**src/sarb_pkg.sv**
```systemverilog
/*
 * shared constants and carriers of the converter control and byte readout.
 * assumes one 100 MHz reference clock; the converter clock is an enable pulse
 * derived from it.
 */
package sarb_pkg;

  // ****************************************************************
  // clocking
  // ****************************************************************
  localparam int unsigned REF_CLK_KHZ  = 100000;
  localparam int unsigned CONV_MIN_KHZ = 200;
  localparam int unsigned CONV_MAX_KHZ = 2600;
  localparam int unsigned CONV_CLK_KHZ = 2000;
  localparam int unsigned CONV_DIV     = REF_CLK_KHZ / CONV_CLK_KHZ;
  localparam logic [5:0]  DIV_LAST     = 6'(CONV_DIV - 1);

  // ****************************************************************
  // conversion timing, in converter clock periods; CONV_MIN_CYC and CONV_MAX_CYC in ref_clk cycles
  // ****************************************************************
  localparam int unsigned RES_BITS      = 10;
  localparam int unsigned TICKS_PER_BIT = 8;
  localparam int unsigned CONV_MIN_TCK  = 80;
  localparam int unsigned CONV_MAX_TCK  = 90;
  localparam logic [6:0]  CONV_LAST     = 7'(RES_BITS * TICKS_PER_BIT - 1);
  localparam logic [2:0]  BIT_LAST      = 3'(TICKS_PER_BIT - 1);
  localparam int unsigned CONV_MIN_CYC  = CONV_MIN_TCK * CONV_DIV;
  localparam int unsigned CONV_MAX_CYC  = CONV_MAX_TCK * CONV_DIV;

  // ****************************************************************
  // values after reset and fixed codes
  // ****************************************************************
  localparam logic [9:0] TRIAL_MSB   = 10'h200;
  localparam logic [9:0] RESULT_ZERO = 10'h000;
  localparam logic [5:0] LOW_FILL    = 6'h00;
  localparam logic [4:0] PIN_IDLE    = 5'h1c;
  localparam int unsigned FIFO_DEPTH = 32;

  // ****************************************************************
  // types
  // ****************************************************************
  typedef struct packed {
    logic cs_n;
    logic wr_n;
    logic rd_n;
    logic cmp_above;
    logic neg_ge_pos;
  } sarb_pins_s;

  typedef logic [RES_BITS-1:0] sarb_word_t;

  typedef enum logic [2:0] {
    ST_IDLE = 3'b000,
    ST_HOLD = 3'b001,
    ST_WAIT = 3'b010,
    ST_CONV = 3'b011,
    ST_XFER = 3'b100
  } sarb_state_e;

endpackage

```
**src/sarb_core.sv**
```systemverilog
/*
 * control and byte readout of a 10-bit successive approximation converter.
 * assumes an 8-bit processor bus on the strobe pins and an analog front end
 * that compares the input against dac_code.
 */
//
// Function
// - a conversion lasts 80 to 90 converter clock periods from start to result.
// - negative input at or above positive input gives an all-zero result.
// - first byte read drives result bits 9..2 on data lines 7..0.
// - second byte read drives bits 1,0 on lines 7,6 and zeros below.
// - chip select and write low together hold reset; start follows release.
// - ten comparisons msb first over 80 clocks, result moves to output latch.
// - result transfer sets completion flag and drives conversion_done_n low.
// - chip select and read low clear the flag and enable the data lines.
`timescale 1ns/1ps
module sarb_core
  import sarb_pkg::*;
(
  // clock and reset
  input  wire logic                  ref_clk,
  input  wire logic                  rst,
  // pins from the bus and the comparator
  input  wire sarb_pkg::sarb_pins_s  pins_in,
  // comparator trial code
  output logic      [9:0]            dac_code,
  // bus outputs
  output logic      [7:0]            data_line,
  output logic                       data_line_oe,
  output logic                       conversion_done_n
);
  import sarb_pkg::*;

  // ****************************************************************
  // pin synchronisers: change counts once second and third agree
  // ****************************************************************
  logic [4:0] s1_reg;
  logic [4:0] s2_reg;
  logic [4:0] s3_reg;
  logic [4:0] filt_reg;
  sarb_pins_s pin_f;

  for (genvar i = 0; i < 5; i++) begin : g_sync
    always_ff @(posedge ref_clk or posedge rst) begin
      if (rst) begin
        s1_reg[i]   <= PIN_IDLE[i];
        s2_reg[i]   <= PIN_IDLE[i];
        s3_reg[i]   <= PIN_IDLE[i];
        filt_reg[i] <= PIN_IDLE[i];
      end else begin
        s1_reg[i]   <= pins_in[i];
        s2_reg[i]   <= s1_reg[i];
        s3_reg[i]   <= s2_reg[i];
        filt_reg[i] <= (s2_reg[i] == s3_reg[i]) ? s3_reg[i] : filt_reg[i];
      end
    end
  end
  assign pin_f = filt_reg;

  // ****************************************************************
  // converter clock enable
  // ****************************************************************
  logic [5:0] div_reg;
  wire        conv_tick;

  assign conv_tick = (div_reg == DIV_LAST);
  always_ff @(posedge ref_clk or posedge rst) begin
    if (rst) begin
      div_reg <= '0;
    end else begin
      div_reg <= conv_tick ? 6'h00 : div_reg + 6'h01;
    end
  end

  // ****************************************************************
  // conversion sequencer
  // ****************************************************************
  sarb_state_e state_reg;
  sarb_state_e state_next;
  logic [6:0]  tck_reg;
  logic [9:0]  trial_reg;
  wire         start_req;
  wire         read_act;
  wire         bit_end;
  wire  [9:0]  cur_mask;
  wire  [9:0]  keep_mask;
  wire  [9:0]  trial_next;
  wire         fifo_in_ready;
  wire         fifo_push;
  wire  [9:0]  fifo_in_data;
  wire         sar_clear;

  assign start_req  = !pin_f.cs_n && !pin_f.wr_n;
  assign read_act   = !pin_f.cs_n && !pin_f.rd_n;
  assign bit_end    = conv_tick && (tck_reg[2:0] == BIT_LAST);
  assign cur_mask   = TRIAL_MSB >> tck_reg[6:3];
  assign keep_mask  = pin_f.cmp_above ? cur_mask : RESULT_ZERO;
  assign trial_next = (trial_reg & ~cur_mask) | keep_mask | (cur_mask >> 1);
  assign sar_clear  = (state_reg != ST_CONV) || start_req;

  always_comb begin
    state_next = state_reg;
    case (state_reg)
      ST_IDLE: state_next = ST_IDLE;
      ST_HOLD: state_next = ST_WAIT;
      ST_WAIT: begin
        if (conv_tick && fifo_in_ready) begin
          state_next = ST_CONV;
        end
      end
      ST_CONV: begin
        if (conv_tick && tck_reg == CONV_LAST) begin
          state_next = ST_XFER;
        end
      end
      ST_XFER: state_next = ST_IDLE;
      default: state_next = ST_IDLE;
    endcase
    if (start_req) begin
      state_next = ST_HOLD;
    end
  end

  always_ff @(posedge ref_clk or posedge rst) begin
    if (rst) begin
      state_reg <= ST_IDLE;
      tck_reg   <= '0;
      trial_reg <= TRIAL_MSB;
    end else begin
      state_reg <= state_next;
      if (sar_clear) begin
        tck_reg   <= '0;
        trial_reg <= TRIAL_MSB;
      end else if (conv_tick) begin
        tck_reg <= tck_reg + 7'h01;
        if (bit_end) begin
          trial_reg <= trial_next;
        end
      end
    end
  end

  assign dac_code     = trial_reg;
  assign fifo_push    = (state_reg == ST_XFER);
  assign fifo_in_data = pin_f.neg_ge_pos ? RESULT_ZERO : trial_reg;

  // ****************************************************************
  // result fifo and output latch
  // ****************************************************************
  wire        fifo_out_valid;
  wire  [9:0] fifo_out_data;
  wire        latch_load;
  logic [9:0] latch_reg;
  logic       done_reg;
  logic       sel_reg;
  logic       read_q_reg;
  logic [7:0] data_reg;
  logic       oe_reg;
  wire        read_end;
  wire  [7:0] byte_mux;

  sarb_fifo #(
    .WIDTH (RES_BITS),
    .DEPTH (FIFO_DEPTH)
  ) u_fifo (
    .ref_clk   (ref_clk),
    .rst       (rst),
    .in_valid  (fifo_push),
    .in_ready  (fifo_in_ready),
    .in_data   (fifo_in_data),
    .out_valid (fifo_out_valid),
    .out_ready (!read_act),
    .out_data  (fifo_out_data)
  );

  assign latch_load = fifo_out_valid && !read_act;
  assign read_end   = read_q_reg && !read_act;
  assign byte_mux   = sel_reg ? {latch_reg[1:0], LOW_FILL} : latch_reg[9:2];

  always_ff @(posedge ref_clk or posedge rst) begin
    if (rst) begin
      latch_reg  <= RESULT_ZERO;
      done_reg   <= 1'b0;
      sel_reg    <= 1'b0;
      read_q_reg <= 1'b0;
      data_reg   <= '0;
      oe_reg     <= 1'b0;
    end else begin
      read_q_reg <= read_act;
      data_reg   <= byte_mux;
      oe_reg     <= read_act;
      if (latch_load) begin
        latch_reg <= fifo_out_data;
      end
      if (latch_load) begin
        done_reg <= 1'b1;
      end else if (read_act || start_req) begin
        done_reg <= 1'b0;
      end
      if (start_req) begin
        sel_reg <= 1'b0;
      end else if (read_end) begin
        sel_reg <= 1'b1;
      end
    end
  end

  assign data_line         = data_reg;
  assign data_line_oe      = oe_reg;
  assign conversion_done_n = !done_reg;

  // ****************************************************************
  // checks
  // ****************************************************************
  logic [15:0] len_reg;
  always_ff @(posedge ref_clk or posedge rst) begin
    if (rst) begin
      len_reg <= '0;
    end else if (state_reg == ST_HOLD || (state_reg == ST_WAIT && !fifo_in_ready)) begin
      len_reg <= '0;
    end else if (len_reg != 16'hffff) begin
      len_reg <= len_reg + 16'h0001;
    end
  end

  a_conv_len_bound: assert property (@(posedge ref_clk) disable iff (rst)
    fifo_push |-> (len_reg >= CONV_MIN_CYC && len_reg <= CONV_MAX_CYC))
    else $error("conversion length outside 80 to 90 converter clocks");
  a_neg_zero_code: assert property (@(posedge ref_clk) disable iff (rst)
    fifo_push && pin_f.neg_ge_pos |-> fifo_in_data == RESULT_ZERO)
    else $error("negative input at or above positive gave nonzero code");
  a_first_byte_map: assert property (@(posedge ref_clk) disable iff (rst)
    read_act && !sel_reg && $stable(latch_reg) |=> data_line == $past(latch_reg[9:2]))
    else $error("first byte does not carry bits 9 to 2");
  a_second_byte_map: assert property (@(posedge ref_clk) disable iff (rst)
    read_act && sel_reg |=> data_line == {latch_reg[1:0], 6'h00})
    else $error("second byte does not carry bits 1 and 0");
  a_hold_in_reset: assert property (@(posedge ref_clk) disable iff (rst)
    start_req |=> state_reg == ST_HOLD && tck_reg == 7'h00 && !fifo_push)
    else $error("conversion ran while select and write were low");
  a_msb_first_trial: assert property (@(posedge ref_clk) disable iff (rst)
    $rose(state_reg == ST_CONV) |-> trial_reg == 10'h200)
    else $error("conversion did not start with the msb trial");
  a_done_on_load: assert property (@(posedge ref_clk) disable iff (rst)
    latch_load |=> !conversion_done_n ##1
      (!conversion_done_n || $past(read_act) || $past(start_req)))
    else $error("completion flag not set on latch transfer");
  a_read_clears: assert property (@(posedge ref_clk) disable iff (rst)
    read_act ##1 read_act |-> conversion_done_n && data_line_oe)
    else $error("read did not clear the flag or enable the data lines");
  a_byte_advance: assert property (@(posedge ref_clk) disable iff (rst)
    read_end && !start_req |=> sel_reg ##0 (start_req || !$past(start_req)))
    else $error("byte selector did not advance after a read");
  a_byte_restart: assert property (@(posedge ref_clk) disable iff (rst)
    start_req |=> !sel_reg)
    else $error("byte selector not reset at conversion start");

endmodule

```
**src/sarb_fifo.sv**
```systemverilog
/*
 * result fifo between the approximation logic and the output latch.
 * assumes both sides on ref_clk; valid/ready on each side.
 */
`timescale 1ns/1ps
module sarb_fifo #(
  parameter int unsigned WIDTH = 10,
  parameter int unsigned DEPTH = 32
) (
  // clock and reset
  input  wire logic             ref_clk,
  input  wire logic             rst,
  // fill side
  input  wire logic             in_valid,
  output logic                  in_ready,
  input  wire logic [WIDTH-1:0] in_data,
  // drain side
  output logic                  out_valid,
  input  wire logic             out_ready,
  output logic      [WIDTH-1:0] out_data
);
  localparam int unsigned AW = $clog2(DEPTH);

  logic [WIDTH-1:0] mem_reg [DEPTH];
  logic [AW:0]      wr_ptr_reg;
  logic [AW:0]      rd_ptr_reg;
  wire              push;
  wire              pop;
  wire              full;
  wire              empty;

  // ****************************************************************
  // status
  // ****************************************************************
  assign full      = (wr_ptr_reg[AW] != rd_ptr_reg[AW]) &&
                     (wr_ptr_reg[AW-1:0] == rd_ptr_reg[AW-1:0]);
  assign empty     = (wr_ptr_reg == rd_ptr_reg);
  assign in_ready  = !full;
  assign out_valid = !empty;
  assign push      = in_valid && !full;
  assign pop       = out_ready && !empty;
  assign out_data  = mem_reg[rd_ptr_reg[AW-1:0]];

  // ****************************************************************
  // storage
  // ****************************************************************
  always_ff @(posedge ref_clk) begin
    if (push) begin
      mem_reg[wr_ptr_reg[AW-1:0]] <= in_data;
    end
  end

  always_ff @(posedge ref_clk or posedge rst) begin
    if (rst) begin
      wr_ptr_reg <= '0;
      rd_ptr_reg <= '0;
    end else begin
      wr_ptr_reg <= wr_ptr_reg + (AW+1)'(push);
      rd_ptr_reg <= rd_ptr_reg + (AW+1)'(pop);
    end
  end

endmodule

```
**config.mk**
```make
export PLATFORM = sky130hd
export DESIGN_NAME = sarb_core
export DESIGN_NICKNAME = d
export VERILOG_FILES = /design/src/sarb_pkg.sv /design/src/sarb_core.sv /design/src/sarb_fifo.sv
export SDC_FILE = /design/constraint.sdc
export NUM_CORES = 1
export LEC_CHECK = 0
export ABC_AREA = 1
export CAP_MARGIN = 20
export CORE_ASPECT_RATIO = 0.8
export CORE_MARGIN = 3
export CORE_UTILIZATION = 23
export CTS_BUF_LIST = sky130_fd_sc_hd__clkbuf_4
export CTS_CLUSTER_DIAMETER = 40
export CTS_CLUSTER_SIZE = 16
export DETAILED_ROUTE_END_ITERATION = 16
export DONT_BUFFER_PORTS = 1
export PLACE_DENSITY = 0.4
export SLEW_MARGIN = 0
export SYNTH_ARGS = -nofsm -noshare
export SYNTH_HDL_FRONTEND = slang
export SYNTH_HIERARCHICAL = 1
export SYNTH_SLANG_ARGS = --single-unit
```
**constraint.sdc**
```tcl
create_clock -name ref_clk -period 1.9 [get_ports ref_clk]
set_input_delay 0.285 -clock ref_clk [delete_from_list [all_inputs] [get_ports ref_clk]]
set_output_delay 0.285 -clock ref_clk [all_outputs]
set_load 0.05 [all_outputs]
```
Yosys cells after proc, flatten, opt, wreduce, memory -nomap -nowiden --
Memories as Yosys holds them, arrays and structs flattened. A register that Yosys moved wholly into a read port is not among the register bits. Index checks and enable logic that the tools add are counted.
Storage, ports and cells: register bits 69, latch bits 0, RAM bits 320, bits in read-only memories 0, input bits 7, output and inout port bits 20, logic and storage cells 101, memories 1
Memory list:
- u_fifo.mem_reg | depth 32, bits a word 10, read ports 1, clocked after memory_dff 1, wr ports 1, RTL line sarb_fifo.sv:24 | logic [WIDTH-1:0] mem_reg [DEPTH];
Operators by class: $add $sub $neg 4, $mul 0, divide/modulo/power cells 0, order comparisons 0, eq/ne operators 18, shift-type cells 1, mux-type cells 19, bitwise gates (word level) 4, reduce and logical (&&, ||, !) cells 24
Operator list (number):
- 2-to-1 mux 10 bit | 5
- 2-to-1 mux 7 bit | 2
- adder 6 x 1 -> 6 bit | 2
- AND 10 bit | 1
- NOT 10 bit | 1
- OR 10 bit | 1
- OR 10 x 9 -> 10 bit | 1
- right shift 10 x 4 -> 10 bit, first input constant | 1
- logical AND 1 bit | 9
- 2-to-1 mux 3 bit | 3
- case mux 3 bit (3 select lines) | 1
- 2-to-1 mux 8 bit | 1
- nonzero test 2 bit | 4
- adder 7 x 1 -> 7 bit, second input constant | 1
- == test 7 bit, second input constant | 1
- zero test 1 bit | 7
- adder 6 x 1 -> 6 bit, second input constant | 1
- == test 3 x 2 -> 1 bit, second input constant | 2
- == test 3 bit, second input constant | 2
- == test 6 bit | 1
- == test 6 bit, second input constant | 1
- 2-to-1 mux 1 bit | 6
- 2-to-1 mux 6 bit | 1
- != test 3 bit, second input constant | 2
- other kinds (7) | 13

Logic depth before layout (Yosys ltp) --
depth in word-level cells 8, depth in mapped cells 14, mapped depth without buffers 11

Modules after synthesis --
Netlist, hierarchy kept.
By module, submodules not included:
- sarb_fifo | times used 1, cells each 1373, area an instance 14342.5 um2, sequential area each 9909.5 um2
- sarb_core | times used 1, cells each 331, area an instance 2946.6 um2, sequential area each 1692.9 um2

Least setup slack after synthesis --
OpenSTA, ideal clock, no wires.
path kind register to register, start point register state_reg[0], end point memory u_fifo.mem_reg[15][0] (enable), library setup time 0.376 ns, data arrival time 1.583 ns, data required time 1.524 ns, slack -0.059 ns, cell stages (with the launch flop) 6, buffers on the path 1, period minus slack after synthesis 1.959 ns, cells stage by stage dfrtp_1 > or2_2 > nor2_1 > nand2_4 > buf_6 > nor2_1
Between the ends: word-level cells in the longest chain between the ends 4
RTL lines:
- start: declaration | RTL line sarb_core.sv:78 | sarb_state_e state_reg;
- start signal: assignment | RTL line sarb_core.sv:130 | state_reg <= state_next;
- == test 3 bit | RTL line sarb_core.sv:144 | assign fifo_push = (state_reg == ST_XFER);
- via fifo_push | RTL line sarb_core.sv:89 | wire fifo_push;
- logical AND 1 bit | RTL line sarb_fifo.sv:40 | assign push = in_valid && !full;
- 2-to-1 mux 1 bit | RTL line sarb_fifo.sv:48 | if (push) begin
- 2-to-1 mux 1 bit (not written as such) | RTL line sarb_fifo.sv:49 | mem_reg[wr_ptr_reg[AW-1:0]] <= in_data;
- end: declaration | RTL line sarb_fifo.sv:24
The timed path passes the listed nets, and every way through them passes these cells.

Final worst setup path --
start point register u_fifo.rd_ptr_reg[0], end point register latch_reg[8], read port of u_fifo.mem_reg
Between the ends: word-level cells in the longest chain between the ends 3
RTL lines:
- start: declaration | RTL line sarb_fifo.sv:26 | logic [AW:0] rd_ptr_reg;
- start signal: assignment | RTL line sarb_fifo.sv:59 | rd_ptr_reg <= rd_ptr_reg + (AW+1)'(pop);
- == test 6 bit | RTL line sarb_fifo.sv:37 | assign empty = (wr_ptr_reg == rd_ptr_reg);
- zero test 1 bit | RTL line sarb_fifo.sv:39 | assign out_valid = !empty;
- logical AND 1 bit | RTL line sarb_core.sv:176 | assign latch_load = fifo_out_valid && !read_act;
- end: declaration | RTL line sarb_core.sv:153 | logic [9:0] latch_reg;
Several ways; a longest one is shown, not always the timed one. A chain may end at the register's enable or synchronous reset.

==> results.json <==
{
  "status": "finished with violations",
  "violations": "negative setup slack",
  "ant_nets": 0,
  "largest_reg_flops": 320,
  "worstPathArrival_ps": 2740,
  "path_cells": "buf_6 > clkinv_8 > buf_12 > buf_8 > buf_6 > nand2_1 > nand3_1 > nand3_1 > nand2_1 > nor2_4 > nand2_1 > nand2_1 > inv_1 > nand3_1 > nand2_1",
  "multi_input_area_mm2": 0.005127,
  "use_met1": 0.1868,
  "fin_ws_ps": -134.4,
  "drc": 0,
  "grt_busiest_layer": "met1",
  "fin_crit_ps": 2034,
  "gp_congestion": 0.7783,
  "grtUsageMet3": 0.02168,
  "grt_max_degree": 83,
  "hold_slack_ps": 367.4,
  "areaGrowthSynthToFinish_pct": 26.05,
  "hpwlAfterDp_um": 30000,
  "drv_cap": 0,
  "io_buffers": 0,
  "grt_overflow": 0,
  "fin_cells": 2901,
  "insertion_delay_ps": 860,
  "die_h_um": 251.2,
  "postSynthCellCount": 1704,
  "post-route-period-util": 1.071,
  "synthDistinctLibCells": 35,
  "worst_path_max_delay_cell": "dfrtp_4",
  "critical_path.max_stage_delay_ps": 440,
  "yosys_warnings": 6,
  "via_count": 11982,
  "slew_viol_final": 0,
  "track_usage": 0.1245,
  "tightest_slew_ps": 561.4,
  "ys_seq_area_frac": 0.6711,
  "synth.avg_cell_area_um2": 10.15,
  "synth_top_area_frac": 0.5558,
  "wire_per_inst_um": 17.29,
  "dp_cells": 2739,
  "path_clk_slew_ps": 120,
  "grt_pass1_vias": 11826,
  "crit_type": "register to register",
  "critPathBufInv": 6,
  "place_ws_ps": -444.3,
  "p_per_area_mw_per_mm2": 733.7,
  "drt-initial-drc-count": 777,
  "drt_wl_total_um": 50150,
  "synth.net_count": 1719,
  "ys.flop_type": "edfxtp_1",
  "fp-row-count": 89,
  "synthArstFlopShare": 0.1980,
  "critPathLaunchType": "register",
  "ff_latch_area_mm2": 0.01161,
  "grtUsageMet2": 0.1846,
  "ioPinCount": 27,
  "ys_ff_latch": 399,
  "cp_top_family": "simple AND/OR/NAND/NOR gates",
  "die_area_mm2": 0.07852,
  "max-vdd-ir-drop_mv": 0.4079,
  "synth.area.top_cells": "edfxtp_1, nand2_1, dfrtp_1, nand3_1, inv_1",
  "setup_violations": 262,
  "endpoint_kind": "register",
  "hold_viol": 0,
  "numCtsBuffers": 53,
  "crit_top_cell": "nand2_1",
  "grt_pass1_wl_um": 74570,
  "yosysMostFrequentCell": "nand2_1",
  "num-nets-final": 1870,
  "final.setup_skew_ps": 69.56,
  "cts-htree-levels": 2,
  "leakage_uw": 0.008907,
  "max-clock-path-buffers": 3,
  "cp_max_fo": 7,
  "antenna_found_initial": 3,
  "cts_tree": "built",
  "clock-sinks": 399,
  "max_clock_freq_mhz": 491.5,
  "rsz0062_at_grt": "true",
  "synth_common_cells": "nand2_1, edfxtp_1, nand3_1",
  "fp.dieW_um": 312.5,
  "synth_area_mm2": 0.01729,
  "start_util": 0.2335,
  "power.total_uw": 15990,
  "core-area_mm2": 0.07405,
  "drive_gt1_frac": 0.2135,
  "viasPerCell": 4.130,
  "hold_class": "register to register",
  "drtPass1Iterations": 5,
  "synth_top_cell_by_area": "edfxtp_1",
  "worst_ep_required_time_ps": 2600,
  "ctsRootBufferMaster": "clkbuf_4",
  "num-fill-cells": 7695,
  "synth_edf_count": 320,
  "relSlewSlack": 0.6257
}
==> power breakdown <==
group | leakage [µW] | switching [µW] | total [µW] | internal, µW
registers | 0.00329 | 58.8 | 9520 | 9460
logic | 0.00517 | 419 | 625 | 205
clock network | 0.000451 | 3600 | 5850 | 2250
total | 0.00891 | 4080 | 16000 | 11900
==> path summary, 6_finish.rpt <==
kind,start,endpoint,slack (ps),cells after the start
worst min register to register,s1_reg[0],s2_reg[0],370,0
worst max-delay path,u_fifo/rd_ptr_reg[0],latch_reg[8],-130,15
worst min-delay path,s1_reg[0],s2_reg[0],370,0
worst max register to register,u_fifo/rd_ptr_reg[0],latch_reg[8],-130,15
max in group asynchronous,rst,u_fifo/rd_ptr_reg[0],250,4
min in group asynchronous,rst,u_fifo/rd_ptr_reg[5],520,3
==> layout make-up <==
| type | instances | share of cell area |
|---|---|---|
| clock buffers | 57 | 0.01963 |
| diodes | 3 | 0.0003445 |
| inverters | 223 | 0.03938 |
| repair buffers | 167 | 0.09616 |
| flip-flops and latches | 399 | 0.5326 |
| multi-input cells | 1011 | 0.2353 |
| clock inverters | 40 | 0.01912 |
| well taps | 1001 | 0.05747 |
==> per-layer routing <==
metal  vias up  share of wire
met3        65          0.046
met4         0          0.019
met2       233           0.43
met5         -              0
li1       5865              -
met1      5819           0.51
==> metrics by stage <==
stage | utilization | instance area (µm²) | TNS (ps)
floorplan | - | 17300 | -13020
global placement | 0.2617 | 19380 | -73840
detailed placement | 0.2617 | 19380 | -85970
CTS | 0.2847 | 21080 | -18900
global route | 0.2942 | 21790 | -37820
finish | 0.2943 | 21790 | -9889
==> logic make-up after synthesis <==
logic type	Yosys count	synth area share
XOR/XNOR	13	0.006586
AO/OA/AOI/OAI	51	0.01701
adder cells (fa/ha/maj)	13	0.008685
buffers and inverters	297	0.07085
flip-flops	399	0.6711
AND/OR/NAND/NOR	931	0.2258
==> placed cells by master, fill, tap and decap left out, types with 3 or more instances in the layout <==
cell type        n
maj3_1           5
buf_4           74
inv_1          210
nor2_4          53
dfstp_2         13
clkinv_8         4
o211ai_1        10
clkbuf_4        57
buf_8            4
xor2_1          12
nand4_1          5
o21ai_0          6
nand2_2         15
bufinv_16        4
dlygate4sd3_1   13
dfrtp_1         64
nand2_4          4
buf_12          44
nand2_1        564
a21oi_2          4
clkinv_4         4
edfxtp_1       320
a21oi_1         26
clkinv_2         8
ha_4             4
inv_2           11
nand3_2         26
nor2_1          48
diode_2          3
clkbuf_16        4
nor2_2          14
inv_6            9
ha_1             4
buf_6           25
clkinvlp_4       8
nand3_1        195
==> timing repair <==
item	in CTS	in global routing
endpoints found under the hold margin	84	0
pin swaps	18	40
gates cloned	4	12
setup buffers	19	20
endpoints found under the setup margin	340	342
gates resized for setup	95	115
hold buffers	13	0
==> worst reg2reg max path: cells and delay by family (launching register included) <==
| kind | cells | cell delay [ps] |
|---|---|---|
| buffers and inverters | 6 | 670 |
| flip-flops | 1 | 440 |
| AND/OR/NAND/NOR | 9 | 800 |
Note: power is estimated with default switching activity, not from simulation.
